**config.mk**
```make
export PLATFORM = sky130hd
export DESIGN_NAME = scaler_postproc_config_regs
export DESIGN_NICKNAME = d
export VERILOG_FILES = /design/src/design/scaler_postproc_pkg.sv /design/src/design/scaler_postproc_config_regs.sv
export SDC_FILE = /design/constraint.sdc
export NUM_CORES = 1
export LEC_CHECK = 0
export BUFFER_PORTS_ARGS = -buffer_cell sky130_fd_sc_hd__buf_2
export CORE_AREA = 4 4 185 187
export DETAILED_ROUTE_END_ITERATION = 7
export DIE_AREA = 0 0 189 191
export HOLD_SLACK_MARGIN = 0.08
export PLACE_DENSITY_LB_ADDON = 0.2
export SETUP_SLACK_MARGIN = 0.4
export SLEW_MARGIN = 20
export SYNTH_ARGS = -nofsm -noshare
export SYNTH_HDL_FRONTEND = slang
export SYNTH_SLANG_ARGS = --single-unit
```
**constraint.sdc**
```tcl
create_clock -name ref_clk -period 8.3 [get_ports ref_clk]
set_input_delay 0 -clock ref_clk [delete_from_list [all_inputs] [get_ports ref_clk]]
set_output_delay 0 -clock ref_clk [all_outputs]
set_load 0.005 [all_outputs]
```
**src/design/scaler_postproc_pkg.sv**
```systemverilog
// Functional notes
// RL1: bit 6 at 2EH picks dither scheme, zero scheme A at reset; bit 7 reserved.
// RL2: software programs all three weights and values before using advanced processing.
// RL3: bits 3..0 at 2FH hold shift amount 0..8, reset to 8.
// RL4: bit 4 at 2FH enables mixing shift, reset disabled.
// RL5: bit 5 at 2FH selects overlay mode, zero dual, one single pixel.
// RL6: bit 6 at 2FH enables overlay swap, effective only in single mode; bit 7 reserved.
// RL7: horizontal offset is 16 bits, high byte 30H, low byte 31H, reset zero.
// RL8: vertical offset is 16 bits, high byte 32H, low byte 33H, reset zero.
// RL9: horizontal reload count 11 bits, 34H bits 2..0 plus 35H, reset zero.
// RL10: vertical reload count 10 bits, 36H bits 1..0 plus 37H, reset zero.
// RL11: overlay mixing weights red, green, blue at 38H, 39H, 3AH, reset zero.
// RL12: processing weights red, green, blue at 3BH, 3CH, 3DH, reset zero.
// RL13: processing red value at 3EH, readable and writable.
// RL14: host writes land only while processor control is on; otherwise core logic writes.
// RL15: reset restores every default; reserved bits read zero and ignore writes.
package scaler_postproc_pkg;
    // ==========================================================
    // register offsets
    localparam logic [7:0] BASE_ADDR = 8'h2E;
    localparam logic [7:0] DITHER_CTRL_ADDR = 8'h2E;
    localparam logic [7:0] POST_CTRL_ADDR = 8'h2F;
    localparam logic [7:0] H_OFS_HI_ADDR = 8'h30;
    localparam logic [7:0] H_OFS_LO_ADDR = 8'h31;
    localparam logic [7:0] V_OFS_HI_ADDR = 8'h32;
    localparam logic [7:0] V_OFS_LO_ADDR = 8'h33;
    localparam logic [7:0] H_RELOAD_HI_ADDR = 8'h34;
    localparam logic [7:0] H_RELOAD_LO_ADDR = 8'h35;
    localparam logic [7:0] V_RELOAD_HI_ADDR = 8'h36;
    localparam logic [7:0] V_RELOAD_LO_ADDR = 8'h37;
    localparam logic [7:0] OSD_R_ADDR = 8'h38;
    localparam logic [7:0] OSD_G_ADDR = 8'h39;
    localparam logic [7:0] OSD_B_ADDR = 8'h3A;
    localparam logic [7:0] PP_R_WEIGHT_ADDR = 8'h3B;
    localparam logic [7:0] PP_G_WEIGHT_ADDR = 8'h3C;
    localparam logic [7:0] PP_B_WEIGHT_ADDR = 8'h3D;
    localparam logic [7:0] PP_R_VALUE_ADDR = 8'h3E;
    localparam int NUM_REGS = 17;
    // ==========================================================
    // field positions
    localparam int DITHER_BIT = 6;
    localparam int MIX_SHIFT_BIT = 4;
    localparam int OSD_MODE_BIT = 5;
    localparam int OSD_SWAP_BIT = 6;
    localparam logic [3:0] SHIFT_MAX = 4'h8;
    // ==========================================================
    // writable masks and reset values
    localparam logic [7:0] DITHER_MASK = 8'h40;
    localparam logic [7:0] POST_CTRL_MASK = 8'h7F;
    localparam logic [7:0] H_RELOAD_HI_MASK = 8'h07;
    localparam logic [7:0] V_RELOAD_HI_MASK = 8'h03;
    localparam logic [7:0] FULL_MASK = 8'hFF;
    localparam logic [7:0] POST_CTRL_RESET = 8'h08;
    localparam logic [7:0] ZERO_RESET = 8'h00;
    // ==========================================================
    // carriers
    typedef struct packed {
        logic write;
        logic [7:0] addr;
        logic [7:0] data;
    } reg_wr_t;

    typedef struct packed {
        logic ditherSchemeB;
        logic [3:0] shiftAmount;
        logic mixShiftEn;
        logic osdSingle;
        logic osdSwap;
        logic [15:0] hOffset;
        logic [15:0] vOffset;
        logic [10:0] hReload;
        logic [9:0] vReload;
        logic [7:0] osdWeightR;
        logic [7:0] osdWeightG;
        logic [7:0] osdWeightB;
        logic [7:0] ppWeightR;
        logic [7:0] ppWeightG;
        logic [7:0] ppWeightB;
        logic [7:0] ppValueR;
    } cfg_t;
endpackage : scaler_postproc_pkg

```
**src/design/scaler_postproc_config_regs.sv**
```systemverilog
`timescale 1ns/1ps
module scaler_postproc_config_regs (
    input wire logic ref_clk,
    input wire logic rst,
    input wire logic cpuCtrlEnable,
    input wire scaler_postproc_pkg::reg_wr_t hostWr,
    input wire logic [7:0] hostRdAddr,
    output logic [7:0] hostRdData,
    input wire scaler_postproc_pkg::reg_wr_t coreWr,
    output scaler_postproc_pkg::cfg_t cfg
);
    // ==========================================================
    // decode helpers
    function automatic logic inBank(input logic [7:0] addr);
        return addr >= scaler_postproc_pkg::BASE_ADDR && addr <= scaler_postproc_pkg::PP_R_VALUE_ADDR;
    endfunction : inBank

    function automatic logic [4:0] regIndex(input logic [7:0] addr);
        logic [7:0] diff;
        diff = addr - scaler_postproc_pkg::BASE_ADDR;
        return diff[4:0];
    endfunction : regIndex

    function automatic logic [7:0] writeMask(input logic [7:0] addr);
        case (addr)
            scaler_postproc_pkg::DITHER_CTRL_ADDR: return scaler_postproc_pkg::DITHER_MASK;
            scaler_postproc_pkg::POST_CTRL_ADDR: return scaler_postproc_pkg::POST_CTRL_MASK;
            scaler_postproc_pkg::H_RELOAD_HI_ADDR: return scaler_postproc_pkg::H_RELOAD_HI_MASK;
            scaler_postproc_pkg::V_RELOAD_HI_ADDR: return scaler_postproc_pkg::V_RELOAD_HI_MASK;
            default: return scaler_postproc_pkg::FULL_MASK;
        endcase
    endfunction : writeMask

    function automatic logic [7:0] resetValue(input logic [7:0] addr);
        if (addr == scaler_postproc_pkg::POST_CTRL_ADDR) begin
            return scaler_postproc_pkg::POST_CTRL_RESET;
        end
        return scaler_postproc_pkg::ZERO_RESET;
    endfunction : resetValue

    // out-of-range shift amounts clamp to the largest legal one
    function automatic logic [7:0] legalize(input logic [7:0] addr, input logic [7:0] data);
        logic [7:0] v;
        v = data & writeMask(addr);
        if (addr == scaler_postproc_pkg::POST_CTRL_ADDR && v[3:0] > scaler_postproc_pkg::SHIFT_MAX) begin
            v[3:0] = scaler_postproc_pkg::SHIFT_MAX;
        end
        return v;
    endfunction : legalize

    // ==========================================================
    // write arbitration
    scaler_postproc_pkg::reg_wr_t wrSel;
    always_comb begin
        wrSel = cpuCtrlEnable ? hostWr : coreWr; // [RL14]
    end

    // ==========================================================
    // storage
    logic [7:0] bank [0:scaler_postproc_pkg::NUM_REGS-1];
    always_ff @(posedge ref_clk) begin
        if (rst) begin
            for (int i = 0; i < scaler_postproc_pkg::NUM_REGS; i++) begin
                bank[i] <= resetValue(scaler_postproc_pkg::BASE_ADDR + 8'(i)); // [RL15]
            end
        end else if (wrSel.write && inBank(wrSel.addr)) begin
            bank[regIndex(wrSel.addr)] <= legalize(wrSel.addr, wrSel.data); // [RL15] [RL3]
        end
    end

    // ==========================================================
    // read port, one cycle after the address
    always_ff @(posedge ref_clk) begin
        if (rst) begin
            hostRdData <= 8'h00;
        end else begin
            hostRdData <= inBank(hostRdAddr) ? bank[regIndex(hostRdAddr)] : 8'h00; // [RL13]
        end
    end

    // ==========================================================
    // settings toward the video datapath
    logic [7:0] postCtrl;
    assign postCtrl = bank[1];
    always_ff @(posedge ref_clk) begin
        if (rst) begin
            cfg <= '0;
            cfg.shiftAmount <= scaler_postproc_pkg::POST_CTRL_RESET[3:0];
        end else begin
            cfg.ditherSchemeB <= bank[0][scaler_postproc_pkg::DITHER_BIT]; // [RL1]
            cfg.shiftAmount <= postCtrl[3:0]; // [RL3]
            cfg.mixShiftEn <= postCtrl[scaler_postproc_pkg::MIX_SHIFT_BIT]; // [RL4]
            cfg.osdSingle <= postCtrl[scaler_postproc_pkg::OSD_MODE_BIT]; // [RL5]
            cfg.osdSwap <= postCtrl[scaler_postproc_pkg::OSD_SWAP_BIT]
                & postCtrl[scaler_postproc_pkg::OSD_MODE_BIT]; // [RL6]
            cfg.hOffset <= {bank[2], bank[3]}; // [RL7]
            cfg.vOffset <= {bank[4], bank[5]}; // [RL8]
            cfg.hReload <= {bank[6][2:0], bank[7]}; // [RL9]
            cfg.vReload <= {bank[8][1:0], bank[9]}; // [RL10]
            cfg.osdWeightR <= bank[10]; // [RL11]
            cfg.osdWeightG <= bank[11];
            cfg.osdWeightB <= bank[12];
            cfg.ppWeightR <= bank[13]; // [RL12]
            cfg.ppWeightG <= bank[14];
            cfg.ppWeightB <= bank[15];
            cfg.ppValueR <= bank[16]; // [RL13]
        end
    end

    // ==========================================================
    // flattened copy of the bank for the checks
    logic [8*scaler_postproc_pkg::NUM_REGS-1:0] bankFlat;
    always_comb begin
        for (int i = 0; i < scaler_postproc_pkg::NUM_REGS; i++) begin
            bankFlat[8*i +: 8] = bank[i];
        end
    end
endmodule : scaler_postproc_config_regs

```
---- Word level (Yosys, flattened, before mapping) ----
Memory sizes are Yosys's and may differ from the RTL's. A register that Yosys moved wholly into a read port is not among the register bits.
Cells that the tools add are included.
storage, ports and cells
  register bits after elaboration ......... 7
  memory bits (writable) .................. 136
  input bits .............................. 45
  output and inout bits ................... 125
  logic and storage cells ................. 43
  memories ................................ 1
memory list
  name  words  width  read ports  clocked after memory_dff  write ports  RTL line                           text
  bank  17     8      18          17                        17           scaler_postproc_config_regs.sv:60  logic [7:0] bank [0:scaler_postproc_pkg::NUM_REGS-1];
operators by class
  add/subtract/negate cells ............... 2
  $lt $le $gt $ge ......................... 5
  equality and inequality tests ........... 4
  multiplexer cells ....................... 18
  bitwise operators ....................... 3
  reductions and logical operators ........ 6
operator list
  kind                   count
  $eq A8 B6 Y1 const B   4
  $mux W8                4
  $pmux W8 S4            1
  $mux W17               1
  $ge A8 B6 Y1 const B   2
  $le A8 B6 Y1 const B   2
  $mux W4                4
  $sub A5 B4 Y5 const B  2
  $and A8 B8 Y8          1
  $reduce_or A8 Y1       1
  $mux W1                7
  $mux W5                1
  $gt A4 B4 Y1 const B   1
  $logic_and A1 B1 Y1    4
  $reduce_or A2 Y1       1
  $and A1 B1 Y1          1
  $not A1 Y1             1

---- Logic depth before layout (Yosys ltp) ----
  word-level depth ........................ 13
  mapped depth ............................ 10

---- Worst setup path before layout ----
Ideal clock, no wire load.
  kind .................................... in2reg
  start ................................... input port cpuCtrlEnable
  end ..................................... memory bank[6][0] (enable)
  arrival ................................. 2.379 ns
  required time ........................... 7.916 ns
  slack ................................... 5.537 ns
  stages on the path ...................... 9
  buffers on the path ..................... 4
  path through ............................ buf_6 -> buf_2 -> buf_4 -> mux2_2 -> ha_1 -> clkbuf_1 -> nor2b_1 -> nand2_1 -> o21ai_0
RTL lines
  element             RTL line                           text
  start: declaration  scaler_postproc_config_regs.sv:5   input wire logic cpuCtrlEnable,
  end: declaration    scaler_postproc_config_regs.sv:60

==> impl_results.md <==
- Wire length of the first global-routing pass: 54,900 um
- Worst-case hold path end point: bank[16][3]
- Top-level port count: 170
- Largest net degree at the start of global routing: 82
- Relative slew slack: 0.282
- Cell count after synthesis: 1,065
- Most frequently used flop master after synthesis: sky130_fd_sc_hd__edfxtp_1
- Distinct cell type count after synthesis: 50
- DRC violations left: 0
- Worst-case hold slack: 0.110 ns
- Critical path data required time: 8.45 ns
- Number of cells on the worst reg-to-reg path: 4
- Largest stage delay on the critical path: 0.96 ns
- Commonest cells after routing, fill and taps aside: sky130_fd_sc_hd__edfxtp_1, sky130_fd_sc_hd__buf_2, sky130_fd_sc_hd__mux2_2
- RSZ-0062 raised after global routing: false
- Clock root buffer: sky130_fd_sc_hd__clkbuf_16
- Total of buffers placed on input and output ports: 169
- Worst Path Max Fanout: 42
- R2R Path End: hostRdData[1]
- Clock sink count: 373
- TritonCTS buffer count: 38
- Most common cell after layout, fill and taps aside: sky130_fd_sc_hd__edfxtp_1
- Max Clock Freq: 0.271 GHz
- Hold Violations, Final: 0
- Share of flip-flops with an asynchronous set or reset: 0
- Run status: completed
- Via count of the first global-routing pass: 9,090
- Clock network latency to the later pin of the worst-skew pair: 0.53 ns
- DR pass1 iterations: 5
- Fraction of the yosys area taken by sequential cells: 0.684
- Number of buffers inserted for hold repair after clock tree synthesis: 3
- Summed instance area of the synthesized netlist: 14,500 um2
- EDFF count, synth: 248
- Worst Setup Start Kind: input pin
- Category of the critical setup timing path: input pin to flip-flop
- Highest-delay cell along the critical path: sky130_fd_sc_hd__o21ai_0
- Initial standard-cell utilization of the core: 0.448
- Fraction of the cycle the final worst path needs: 0.445
- Horizontal die dimension: 189 um
- VDD IR max: 135 uV
- Number of max-slew violations in the final report: 0
- Synth-to-layout area growth: 19.9%
- Worst-path clk slew: 0.06 ns
- Clock tree skew after final layout: 0.0149 ns
- Transition time at the pin with the least slew margin: 1.08 ns
- Post-CTS repair timing setup buffer count: 0
- Worst-case register-to-register setup slack: 6.47 ns
- Number of fill cells: 2,797
- Antenna violations before repair: 1
- Worst flop-to-flop path startpoint: bank[6][1]
- Final RePlAce weighted congestion: 0.926
- Die Height: 191 um
- Vias after detailed routing: 9,246
- Critical hold path startpoint: coreWr[3]
- Antenna violation net count after detailed routing: 0
- Tot GR Track Use: 0.201
- Number of setup violations in the final report: 0
- Clock tree from TritonCTS: built
- Std-Cell Rows: 66
- Max Root-Sink Buffers: 3
- List of cells traversed by the critical path: dlygate4sd3_1 -> buf_4 -> inv_1 -> o221ai_1 -> or3_1 -> o21ai_0
- Total leakage power: 6.64 nW
- Number of gates resized after CTS: 0
- Critical path capture point type: flip-flop
- Die area: 36,100 um2
- Post-DR wirelength/cell: 20.6 um
- Worst path arrival time: 3.84 ns
- Core Area: 32,500 um2
- Yosys warning total: 0
- Total number of nets in the final design: 1,367
- Syn Area/Cell: 13.7 um2
- Aggregate global routing overflow: 0
- Final TNS setup: 0 ns
- Hold depth: 4
- Starting DRC count in detailed routing: 911
- Post-DP HPWL: 25,900 um
- Final wirelength: 36,900 um
- Launching element of the worst setup path: rst
- Per-cell via count in the routed design: 5.16
- Fin crit period: 3.69 ns
- Maximum level of the CTS H-tree: 2
- Power per unit of standard cell area: 241 nW/um2
- Fraction of final layout cells sized beyond drive strength 1: 0.280
- HP Class: input pin to flip-flop
- Diodes inserted: 0
- Max-cap viol count: 0
- Post-synthesis sequential element count: 373
-- state kept, by name (all words and copies together), names as in the netlist --
signal	flops
bank	248
cfg	117
hostRdData	8
-- kinds of logic after synthesis --
family	share of synthesized area
adders and majority gates	0.00172
xor gates and xnor gates	0.00293
buffers and inverters	0.0234
muxes	0.107
and+or+nand+nor	0.144
other	0.000258
AOI/OAI and AO/OA	0.0366
DFF	0.684
-- power breakdown --
| part | total, mW | switching, mW | internal, mW | leakage (nW) |
|---|---|---|---|---|
| Combinational | 0.337 | 0.204 | 0.133 | 2.58 |
| Clock | 1.72 | 0.677 | 1.05 | 0.641 |
| Sequential | 2.15 | 0.0427 | 2.10 | 3.42 |
| Total | 4.21 | 0.924 | 3.28 | 6.64 |
-- how the worst max path moves through the flow --
| stage | endpoint | slack (ns) | cells past startpoint |
|---|---|---|---|
| final | bank[3][1] | 4.61 | 6 |
| after detailed placement | bank[11][5] | 4.60 | 8 |
| after floorplan | bank[6][0] | 5.54 | 9 |
| after global routing | bank[6][0] | 4.42 | 6 |
| after CTS | bank[10][2] | 4.60 | 6 |
| after global placement | bank[11][5] | 4.74 | 8 |
-- layout make-up --
class                           instances  area, um2  area share
Clock buffer                           66       1280      0.0732
Clock inverter                          4       21.3     0.00122
Inverter                               10       37.5     0.00215
Multi-Input combinational cell        714       4640       0.266
Sequential cell                       373       9950       0.570
Tap cell                              442        553      0.0317
Timing Repair Buffer                  183        963      0.0552
-- synthesized netlist by cell type (all sizes together), types with 10 or more instances --
| master | count | area (um2) |
|---|---|---|
| o21ai | 14 | 70.1 |
| nor2b | 118 | 738 |
| dfxtp | 125 | 2500 |
| mux2i | 11 | 110 |
| nor3 | 96 | 480 |
| nor4 | 13 | 81.3 |
| nand2b | 10 | 62.6 |
| nand2 | 21 | 78.8 |
| nand3 | 10 | 50.1 |
| edfxtp | 248 | 7450 |
| inv | 10 | 37.5 |
| o22ai | 63 | 394 |
| mux2 | 128 | 1440 |
| clkbuf | 62 | 233 |
| nor2 | 63 | 236 |
-- through the flow --
step,setup slack (ns),power [mW],instances,cell area [um2],utilization
floorplan,5.54,2.38,1168,14900,-
global placement,4.74,2.51,1719,16100,0.497
detailed placement,4.60,2.52,1719,16100,0.497
CTS,4.60,4.24,1792,17400,0.537
global route,4.42,4.36,1792,17400,0.537
finish,4.61,4.21,1792,17400,0.537
-- worst max-delay path, delay by kind of cell --
kind / cells / cell delay, ns
AO/OA/AOI/OAI: 2 / 1.45
buffers and inverters: 3 / 1.50
AND/OR/NAND/NOR: 1 / 0.85
-- per-layer routing --
metal  vias up  GRT usage  wire length [um]
met4         0     0.0622               998
met1      4443      0.282             16100
li1       4324          -                 -
met2       412      0.314             16600
met5         -          0                 0
met3        67     0.0457              3170
(Power assumes the default switching activity.)
